**src/gdfp_pkg.sv**
```systemverilog
// package of constants and types for the gate driver fault protection block
package gdfp_pkg;
    // ==========================================================
    // timing
    localparam int CLK_MHZ = 100;
    localparam int WARN_TIME_US = 64;
    localparam int WARN_CYCLES = WARN_TIME_US * CLK_MHZ;
    localparam int QUICK_RESET_US = 10;
    localparam int QUICK_RESET_CYCLES = QUICK_RESET_US * CLK_MHZ;
    localparam int FULL_RESET_US = 20;
    localparam int FULL_RESET_CYCLES = FULL_RESET_US * CLK_MHZ;
    // ==========================================================
    // overcurrent policy encodings
    localparam logic [1:0] POLICY_LIMIT = 2'h0;
    localparam logic [1:0] POLICY_LATCH = 2'h1;
    localparam logic [1:0] POLICY_REPORT = 2'h2;
    localparam logic [1:0] POLICY_OFF = 2'h3;
    // warning pin report selection
    localparam logic [1:0] WARN_SEL_BOTH = 2'h0;
    localparam logic [1:0] WARN_SEL_THERMAL = 2'h1;
    localparam logic [1:0] WARN_SEL_OVERCURRENT = 2'h2;
    // ==========================================================
    // reset values of configuration
    localparam logic [1:0] POLICY_RESET = POLICY_LIMIT;
    localparam logic OFF_TIME_RESET = 1'b0; // cycle-limit after reset
    localparam logic [1:0] WARN_SEL_RESET = WARN_SEL_BOTH;
    // enable-pin watcher states
    typedef enum logic [2:0] {
        GDFP_EN_OFF = 3'b001,
        GDFP_EN_ON = 3'b010,
        GDFP_EN_LOW = 3'b100
    } gdfp_en_state_t;
endpackage

```
**src/gdfp_timer_if.sv**
```systemverilog
// interface between the protection core and its 64 us timer
`timescale 1ns/1ps
interface gdfp_timer_if;
    logic restart;
    logic clear;
    logic running;
    logic expired;
    modport core (output restart, output clear, input running, input expired);
    modport timer (input restart, input clear, output running, output expired);
endinterface
```
**src/gdfp_core.sv**
```systemverilog
// protection and fault reporting core of a three-phase gate driver
`timescale 1ns/1ps
module gdfp_core #(
    parameter int WARN_CYC = gdfp_pkg::WARN_CYCLES,
    parameter int QUICK_CYC = gdfp_pkg::QUICK_RESET_CYCLES,
    parameter int FULL_CYC = gdfp_pkg::FULL_RESET_CYCLES
) (
    input wire logic sys_clk,
    input wire logic rst,
    input wire logic [2:0] pwm_high,
    input wire logic [2:0] pwm_low,
    input wire logic [5:0] oc_detect,
    input wire logic main_supply_low_trip,
    input wire logic drive_supply_low_trip,
    input wire logic drive_supply_high_trip,
    input wire logic logic_supply_low,
    input wire logic thermal_warning,
    input wire logic thermal_trip,
    input wire logic enable_gate,
    input wire logic cfg_write,
    input wire logic [1:0] cfg_overcurrent_policy,
    input wire logic cfg_off_time,
    input wire logic [1:0] cfg_warn_select,
    input wire logic gate_reset_cmd,
    input wire logic status_read,
    output logic [2:0] high_gate_out,
    output logic [2:0] low_gate_out,
    output logic charge_pump_en,
    output logic shutdown_report_n_o,
    output logic shutdown_report_n_oe,
    output logic warning_report_n_o,
    output logic warning_report_n_oe,
    output logic [5:0] stat_overcurrent,
    output logic stat_fault,
    output logic stat_main_supply_low,
    output logic stat_drive_supply_low,
    output logic stat_drive_supply_high,
    output logic stat_thermal_warning,
    output logic stat_thermal_driver_shutdown,
    output logic [1:0] overcurrent_policy,
    output logic cycle_limit_control,
    output logic [1:0] warn_select
);
    import gdfp_pkg::*;
    initial begin
        if (WARN_CYC < 2) $error("warning period too short");
    end

    // ==========================================================
    // sub-blocks
    gdfp_timer_if tmr_if();
    gdfp_timer #(.CYCLES(WARN_CYC)) u_timer (
        .sys_clk(sys_clk),
        .rst(rst),
        .tmr(tmr_if.timer)
    );
    logic quick_reset;
    logic full_reset;
    logic enabled;
    gdfp_en_watch #(.QUICK_CYCLES(QUICK_CYC), .FULL_CYCLES(FULL_CYC)) u_en (
        .sys_clk(sys_clk),
        .rst(rst),
        .enable(enable_gate),
        .quick_reset(quick_reset),
        .full_reset(full_reset),
        .enabled(enabled)
    );

    // ==========================================================
    // state declarations
    logic [1:0] policy_reg;
    logic off_time_reg;
    logic [1:0] warn_sel_reg;
    logic [5:0] oc_stat_reg;
    logic [5:0] oc_stat_next;
    logic [5:0] cut_reg;
    logic [5:0] cut_next;
    logic [5:0] warn_src_reg;
    logic [5:0] warn_src_next;
    logic fault_oc_reg;
    logic ov_latch_reg;
    logic otsd_latch_reg;
    logic otw_stat_reg;
    logic uv_main_stat_reg;
    logic uv_drive_stat_reg;
    logic logic_low_reg;
    logic [5:0] pwm_prev_reg;

    // ==========================================================
    // pwm edge detection: a cycle of a transistor begins at its rising command
    wire logic [5:0] pwm_cmd = {pwm_low, pwm_high};
    wire logic [5:0] pwm_cycle = pwm_cmd & ~pwm_prev_reg;
    // no reset value: a parked-high command must not look like a fresh cycle after reset
    always_ff @(posedge sys_clk) begin
        pwm_prev_reg <= pwm_cmd;
    end

    // ==========================================================
    // decode of the policy and of the events
    wire logic pol_limit = (policy_reg == POLICY_LIMIT);
    wire logic pol_latch = (policy_reg == POLICY_LATCH);
    wire logic pol_report = (policy_reg == POLICY_REPORT);
    wire logic [5:0] oc_act = pol_latch ? oc_detect : 6'h00;
    wire logic [5:0] oc_rep = (policy_reg == POLICY_OFF) ? 6'h00 : oc_detect;
    wire logic oc_any = |oc_rep;
    // a trip on a transistor not yet in the current report extends it
    wire logic oc_new = |(oc_rep & ~warn_src_reg);
    wire logic uv_any = main_supply_low_trip | drive_supply_low_trip;
    wire logic gate_clear = gate_reset_cmd & ~main_supply_low_trip;
    wire logic soft_clear = gate_clear | quick_reset;
    wire logic stat_clear = rst | logic_low_reg & ~logic_supply_low;

    // ==========================================================
    // configuration; held at defaults in main supply undervoltage
    always_ff @(posedge sys_clk) begin
        if (rst || main_supply_low_trip || full_reset) begin
            policy_reg <= POLICY_RESET;
            off_time_reg <= OFF_TIME_RESET;
            warn_sel_reg <= WARN_SEL_RESET;
        end else if (cfg_write) begin
            policy_reg <= cfg_overcurrent_policy;
            off_time_reg <= cfg_off_time;
            warn_sel_reg <= cfg_warn_select;
        end
    end

    // ==========================================================
    // timer control
    assign tmr_if.restart = oc_any & (pol_limit | pol_report) & (oc_new | ~tmr_if.running);
    assign tmr_if.clear = ~(pol_limit | pol_report);

    // ==========================================================
    // per-transistor cut-off for current limiting
    always_comb begin
        cut_next = cut_reg;
        if (!pol_limit) begin
            cut_next = 6'h00;
        end else if (!off_time_reg) begin
            cut_next = (cut_reg & ~pwm_cycle) | oc_rep;
        end else begin
            cut_next = cut_reg & ~pwm_cycle;
            if (tmr_if.expired) cut_next = 6'h00;
            cut_next = cut_next | oc_rep;
        end
    end
    always_ff @(posedge sys_clk) begin
        if (rst || full_reset) cut_reg <= '0;
        else cut_reg <= cut_next;
    end

    // ==========================================================
    // warning sources: cleared by timer expiry or, in limit policy only, by all sources cycling
    always_comb begin
        warn_src_next = warn_src_reg & ~pwm_cycle;
        if (tmr_if.expired || !(pol_limit || pol_report)) warn_src_next = 6'h00;
        if (pol_report) warn_src_next = tmr_if.expired ? 6'h00 : warn_src_reg;
        warn_src_next = warn_src_next | oc_rep;
    end
    always_ff @(posedge sys_clk) begin
        if (rst || full_reset) warn_src_reg <= '0;
        else warn_src_reg <= warn_src_next;
    end
    wire logic oc_warn = (|warn_src_reg) | pol_latch & (|oc_stat_reg);

    // ==========================================================
    // overcurrent status bits; a new trip wins over the read clear
    assign oc_stat_next = ((status_read | gate_clear) ? 6'h00 : oc_stat_reg) | oc_rep;
    always_ff @(posedge sys_clk) begin
        if (rst || main_supply_low_trip) oc_stat_reg <= '0;
        else if (stat_clear || full_reset) oc_stat_reg <= oc_rep;
        else oc_stat_reg <= oc_stat_next;
    end

    // ==========================================================
    // latched overcurrent shutdown per half-bridge
    logic [2:0] bridge_off_reg;
    wire logic [2:0] bridge_trip = oc_act[2:0] | oc_act[5:3];
    always_ff @(posedge sys_clk) begin
        if (rst || full_reset) begin
            bridge_off_reg <= '0;
            fault_oc_reg <= 1'b0;
        end else begin
            bridge_off_reg <= (soft_clear ? 3'h0 : bridge_off_reg) | bridge_trip;
            fault_oc_reg <= (soft_clear ? 1'b0 : fault_oc_reg) | (|bridge_trip);
        end
    end

    // ==========================================================
    // overvoltage and thermal latches
    always_ff @(posedge sys_clk) begin
        if (rst) ov_latch_reg <= 1'b0;
        else if (drive_supply_high_trip) ov_latch_reg <= 1'b1;
        else if (full_reset) ov_latch_reg <= 1'b0;
    end
    always_ff @(posedge sys_clk) begin
        if (rst) begin
            otsd_latch_reg <= 1'b0;
        end else if (thermal_trip) begin
            otsd_latch_reg <= 1'b1;
        end else if (soft_clear || full_reset) begin
            otsd_latch_reg <= 1'b0;
        end
    end

    // ==========================================================
    // supply and thermal warning status bits
    always_ff @(posedge sys_clk) begin
        if (rst) logic_low_reg <= 1'b1;
        else logic_low_reg <= logic_supply_low;
    end
    wire logic stat_wipe = status_read | gate_clear | stat_clear | full_reset;
    always_ff @(posedge sys_clk) begin
        if (rst) begin
            otw_stat_reg <= 1'b0;
            uv_main_stat_reg <= 1'b0;
            uv_drive_stat_reg <= 1'b0;
        end else begin
            otw_stat_reg <= thermal_warning | otw_stat_reg & ~stat_wipe; // a new event wins
            uv_main_stat_reg <= main_supply_low_trip;
            uv_drive_stat_reg <= drive_supply_low_trip | uv_drive_stat_reg & ~stat_wipe;
        end
    end

    // ==========================================================
    // gate outputs
    wire logic drive_off = uv_any | ov_latch_reg | otsd_latch_reg | ~enabled | logic_supply_low;
    wire logic [5:0] allow = ~cut_reg & ~{bridge_off_reg, bridge_off_reg};
    wire logic [5:0] gate_next = drive_off ? 6'h00 : pwm_cmd & allow;
    logic [5:0] gate_reg;
    always_ff @(posedge sys_clk) begin
        if (rst) gate_reg <= '0;
        else gate_reg <= gate_next;
    end
    assign high_gate_out = gate_reg[2:0];
    assign low_gate_out = gate_reg[5:3];
    assign charge_pump_en = enabled & ~ov_latch_reg & ~otsd_latch_reg;

    // ==========================================================
    // report pins: open drain, enable high means pulling low
    wire logic fault_any = fault_oc_reg | ov_latch_reg | otsd_latch_reg | uv_any | ~enabled;
    wire logic warn_any = (warn_sel_reg == WARN_SEL_THERMAL) ? thermal_warning :
                          (warn_sel_reg == WARN_SEL_OVERCURRENT) ? oc_warn :
                          (thermal_warning | oc_warn);
    logic fault_pin_reg;
    logic warn_pin_reg;
    always_ff @(posedge sys_clk) begin
        if (rst) begin
            fault_pin_reg <= 1'b1;
            warn_pin_reg <= 1'b0;
        end else begin
            fault_pin_reg <= fault_any;
            warn_pin_reg <= warn_any | otsd_latch_reg;
        end
    end
    assign shutdown_report_n_o = 1'b0;
    assign shutdown_report_n_oe = fault_pin_reg;
    assign warning_report_n_o = 1'b0;
    assign warning_report_n_oe = warn_pin_reg;

    // ==========================================================
    // status and configuration views
    assign stat_overcurrent = oc_stat_reg;
    assign stat_fault = fault_pin_reg;
    assign stat_main_supply_low = uv_main_stat_reg;
    assign stat_drive_supply_low = uv_drive_stat_reg;
    assign stat_drive_supply_high = ov_latch_reg;
    assign stat_thermal_warning = otw_stat_reg;
    assign stat_thermal_driver_shutdown = otsd_latch_reg;
    assign overcurrent_policy = policy_reg;
    assign cycle_limit_control = ~off_time_reg;
    assign warn_select = warn_sel_reg;
endmodule

```
**src/gdfp_en_watch.sv**
```systemverilog
// enable pin watcher that classifies low pulses as quick or full resets
`timescale 1ns/1ps
module gdfp_en_watch #(
    parameter int QUICK_CYCLES = 1000,
    parameter int FULL_CYCLES = 2000
) (
    input wire logic sys_clk,
    input wire logic rst,
    input wire logic enable,
    output logic quick_reset,
    output logic full_reset,
    output logic enabled
);
    import gdfp_pkg::*;
    localparam int W = $clog2(FULL_CYCLES + 2);
    initial begin
        if (QUICK_CYCLES < 1 || FULL_CYCLES <= QUICK_CYCLES) $error("bad reset windows");
    end
    gdfp_en_state_t state_reg;
    logic [W-1:0] low_count_reg;
    logic quick_reg;
    logic full_reg;
    wire logic long_low = (low_count_reg > W'(FULL_CYCLES));
    wire logic short_low = (low_count_reg < W'(QUICK_CYCLES));
    // ==========================================================
    // state machine; a rising edge out of idle is a full reset too
    always_ff @(posedge sys_clk) begin
        if (rst) begin
            state_reg <= GDFP_EN_OFF;
            low_count_reg <= '0;
            quick_reg <= 1'b0;
            full_reg <= 1'b0;
        end else begin
            quick_reg <= 1'b0;
            full_reg <= 1'b0;
            unique case (state_reg)
                GDFP_EN_OFF: begin
                    if (enable) begin
                        state_reg <= GDFP_EN_ON;
                        full_reg <= 1'b1;
                    end
                end
                GDFP_EN_ON: begin
                    low_count_reg <= '0;
                    if (!enable) state_reg <= GDFP_EN_LOW;
                end
                GDFP_EN_LOW: begin
                    if (!long_low) low_count_reg <= low_count_reg + W'(1);
                    if (long_low) state_reg <= GDFP_EN_OFF;
                    else if (enable) begin
                        state_reg <= GDFP_EN_ON;
                        quick_reg <= short_low; // 10..20 us pulses are not served
                    end
                end
            endcase
        end
    end
    assign quick_reset = quick_reg;
    assign full_reset = full_reg;
    assign enabled = (state_reg == GDFP_EN_ON);
endmodule

```
**src/gdfp_timer.sv**
```systemverilog
// restartable 64 us period timer counted in clock cycles
`timescale 1ns/1ps
module gdfp_timer #(
    parameter int CYCLES = 6400
) (
    input wire logic sys_clk,
    input wire logic rst,
    gdfp_timer_if.timer tmr
);
    import gdfp_pkg::*;
    localparam int W = $clog2(CYCLES + 1);
    initial begin
        if (CYCLES < 2) $error("timer period too short");
    end
    logic [W-1:0] count_reg;
    logic expired_reg;
    // ==========================================================
    // counter
    // clear wins over restart, and restart wins over expiry
    always_ff @(posedge sys_clk) begin
        if (rst || tmr.clear) begin
            count_reg <= '0;
            expired_reg <= 1'b0;
        end else if (tmr.restart) begin
            count_reg <= W'(CYCLES);
            expired_reg <= 1'b0;
        end else if (count_reg != '0) begin
            count_reg <= count_reg - W'(1);
            expired_reg <= (count_reg == W'(1));
        end else begin
            expired_reg <= 1'b0;
        end
    end
    assign tmr.running = (count_reg != '0);
    assign tmr.expired = expired_reg;
endmodule

```
**config.mk**
```make
export PLATFORM = sky130hd
export DESIGN_NAME = gdfp_core
export DESIGN_NICKNAME = d
export VERILOG_FILES = /design/src/gdfp_pkg.sv /design/src/gdfp_timer_if.sv /design/src/gdfp_core.sv /design/src/gdfp_en_watch.sv /design/src/gdfp_timer.sv
export SDC_FILE = /design/constraint.sdc
export NUM_CORES = 1
export LEC_CHECK = 0
export BUFFER_PORTS_ARGS = -buffer_cell sky130_fd_sc_hd__clkbuf_2
export CAP_MARGIN = 20
export CORE_MARGIN = 5
export CORE_UTILIZATION = 40
export DETAILED_ROUTE_END_ITERATION = 8
export PLACE_DENSITY = 0.68
export SETUP_SLACK_MARGIN = 0.3
export SLEW_MARGIN = 20
export SYNTH_ARGS = -nofsm -noshare
export SYNTH_HDL_FRONTEND = slang
export SYNTH_SLANG_ARGS = --single-unit
```
**constraint.sdc**
```tcl
create_clock -name sys_clk -period 2.2 [get_ports sys_clk]
set_input_delay 0.11 -clock sys_clk [delete_from_list [all_inputs] [get_ports sys_clk]]
set_output_delay 0.11 -clock sys_clk [all_outputs]
set_load 0.03 [all_outputs]
```
==> flow_metrics.env <==
export IMPL_worst_pin_slew_ns=0.536
export IMPL_irDropWorstVdd_mv=0.326
export IMPL_status="finished clean"
export IMPL_wirelength_um=7750
export IMPL_cts_buffers=9
export IMPL_viasPerCell=5.14
export IMPL_drtAntennaViolNets=0
export IMPL_maxSlewHeadroom=0.642
export IMPL_htree_num_levels=3
export IMPL_die_h_um=99.7
export IMPL_arrival_ns=2.09
export IMPL_drc_errors=0
export IMPL_synth_top_area_share=0.478
export IMPL_ys_seq_area_frac=0.478
export IMPL_critical_path_buf_inv_count=0
export IMPL_finalCriticalPeriod_ns=1.82
export IMPL_start_util=0.415
export IMPL_grt_max_degree=17
export IMPL_n_antenna_cell=0
export IMPL_fmax_ghz=0.549
export IMPL_die_w_um=99.7
export IMPL_r2r_end="gate_reg[2]$_SDFF_PP0_"
export IMPL_drtIter0Drc=138
export IMPL_endpoint_kind="flop"
export IMPL_path_class="reg2reg"
export IMPL_avgSynthCellArea_um2=9.18
export IMPL_placementRows=32
export IMPL_yosys_cell_types_count=52
export IMPL_holdCritPathClass="in2reg"
export IMPL_path_common_cell="or4_4"
export IMPL_dieArea_mm2=0.00995
export IMPL_gr_total_overflow=0
export IMPL_crit_end="gate_reg[2]$_SDFF_PP0_"
export IMPL_start_kind="flop"
export IMPL_synthFlopType="dfxtp_1"
export IMPL_placement_io_buffers=54
export IMPL_nets=457
export IMPL_grtUsageTotal=0.156
export IMPL_fin_util=0.512
export IMPL_crit_chain="or4_4 > or4_4 > nor4b_2"
export IMPL_vias=2719
export IMPL_yosys_top_cells_area="dfxtp_1, nor2_1, a21oi_1, xor2_1, nand2b_1"
export IMPL_hold_viol_final=0
export IMPL_synth_cell_area_mm2=0.00322
export IMPL_synth_edf_count=0
export IMPL_gp_congestion=0.851
export IMPL_cts_path_max_buffers=2
export IMPL_rsz0062_at_grt="yes"
export IMPL_largest_reg_flops=13
export IMPL_clk_latency_ns=0.35
export IMPL_final_common_cell="dfxtp_1"
export IMPL_cts_clk_slew_worst_paths_ns=0.08
export IMPL_syn_to_final_growth_pct=23.5
export IMPL_pre_cts_ws_ns=0.316
export IMPL_core_area_mm2=0.00777
export IMPL_r2r_start="u_en.state_reg[2]$_SDFFE_PP0P_"
export IMPL_yosysWarnings=0
export IMPL_power_leakage_nw=1.63
export IMPL_synth_top_area_cell="dfxtp_1"
export IMPL_power_density_mw_per_mm2=735
export IMPL_critPathTopFamily="simple AND/OR/NAND/NOR gates"
export IMPL_dp_hpwl_um=5650
export IMPL_grt_pass1_wl_um=12500
export IMPL_cts_tree="built"
export IMPL_crit_start="u_en.state_reg[2]$_SDFFE_PP0P_"
export IMPL_crit_fanout=8
export IMPL_layout_drive_gt1_share=0.255
export IMPL_synth_ff_latch_count=77
export IMPL_syn_inst=351
export IMPL_setup_viol=0
export IMPL_drt_first_pass_iters=5
export IMPL_skew_ns=0.0101
export IMPL_setup_tns_ns=0
export IMPL_fin_crit_sh=0.828
export IMPL_r2r_slack_ns=0.38
export IMPL_critPathSlowestCell="or4_4"
export IMPL_critPathRequiredTime_ns=2.47
export IMPL_slew_violations=0
export IMPL_critPathMaxStageDelay_ns=0.59
export IMPL_async_flop_share=0
export IMPL_rr_worst_depth=3
export IMPL_maxCapViolations=0
export IMPL_worst_slack_ns=0.379
export IMPL_wl_per_cell_um=14.7
export IMPL_path_depth=3
export IMPL_clock_root_buffer="clkbuf_8"
export IMPL_clock_sinks=77
export IMPL_antenna_found_initial=0
export IMPL_ios=57
export IMPL_final_cell_mix="dfxtp_1, clkbuf_2, nor2_1"
export IMPL_grt_pass1_vias=2670
synth_stat cells, drive strengths merged (2+ instances only):
master	count
or3	4
nand4	3
and2	2
xor2	11
buf	5
o21bai	2
inv	9
nor2b	3
nor3b	2
mux2i	5
nor4b	9
nand2	23
clkbuf	8
nor2	46
a31oi	3
a2111oi	2
nand3	13
nor4	4
a21oi	32
nor3	7
nand2b	16
dfxtp	77
o31ai	3
ha	5
o21a	2
or2	6
o211ai	9
o21ai	9
xnor2	5
or3b	2
or4	6
a211oi	6
cell families (layout without fill, tap and decap cells):
logic type / count (synthesis) / in the layout / share of synthesized area
other cells: 1 / 2 / 0.00116
flops: 77 / 77 / 0.478
fa+ha+maj: 5 / 5 / 0.0194
buf+inv: 22 / 97 / 0.0318
simple gates: 153 / 153 / 0.270
xor+xnor: 16 / 16 / 0.0435
compound gates: 71 / 71 / 0.137
mux: 6 / 6 / 0.0190
final cells by class:
type | count | area [µm²]
clock buffer | 10 | 138
clock inverter | 5 | 58.8
fill | 729 | 3790
inverter | 9 | 33.8
multi-input combinational | 253 | 1620
sequential | 77 | 1560
tap | 102 | 128
timing repair buffer | 73 | 445
worst min-delay path, delay by kind of cell:
family,cells,cell delay (ns)
AND/OR/NAND/NOR,1,0.07
buffers and inverters,1,0.08
multiplexers,1,0.05
where the power goes:
group / switching [mW] / internal, mW
Sequential: 0.0482 / 1.45
Combinational: 0.204 / 0.153
Clock: 0.518 / 0.551
Total: 0.770 / 2.15
routing by layer:
metal,routed length (µm),vias up,part of all wire,track usage
met4,55,0,0.0071,0.0431
met1,3470,1261,0.45,0.194
met3,481,4,0.062,0.0470
met5,0,-,0,0
li1,-,1385,-,-
met2,3750,69,0.48,0.263
worst min-delay path by stage:
stage	cells after the start	slack, ns	from	end
2_1_floorplan	0	0.14	pwm_high[0]	pwm_prev_reg[0]$_DFF_P_
3_3_place_gp	1	0.24	pwm_high[1]	pwm_prev_reg[1]$_DFF_P_
3_5_place_dp	1	0.24	pwm_low[1]	pwm_prev_reg[4]$_DFF_P_
4_1_cts	3	0.001	cfg_off_time	off_time_reg$_SDFFE_PP0P_
5_1_grt	3	0.02	cfg_off_time	off_time_reg$_SDFFE_PP0P_
6_report	3	0.008	cfg_off_time	off_time_reg$_SDFFE_PP0P_
what timing repair did:
item / 4_1_cts / 5_1_grt
endpoints found under the hold margin: 13 / 0
hold buffers: 13 / 0
setup buffers: 0 / 1
endpoints found under the setup margin: 1 / 22
gates resized for setup: 3 / 15
pin swaps: 1 / 8
metrics by stage:
| step | hold WS, ns | std cells | cell area, µm² | power (mW) |
|---|---|---|---|---|
| 6_report | 0.00784 | 529 | 3980 | 2.92 |
| 5_1_grt | 0.0250 | 529 | 3980 | 3.05 |
| 4_1_cts | 0.000972 | 528 | 3920 | 2.94 |
| 3_5_place_dp | 0.239 | 500 | 3590 | 1.86 |
| 3_3_place_gp | 0.237 | 500 | 3590 | 1.85 |
| 2_1_floorplan | 0.138 | 352 | 3230 | 1.75 |
(Power assumes the default switching activity.)
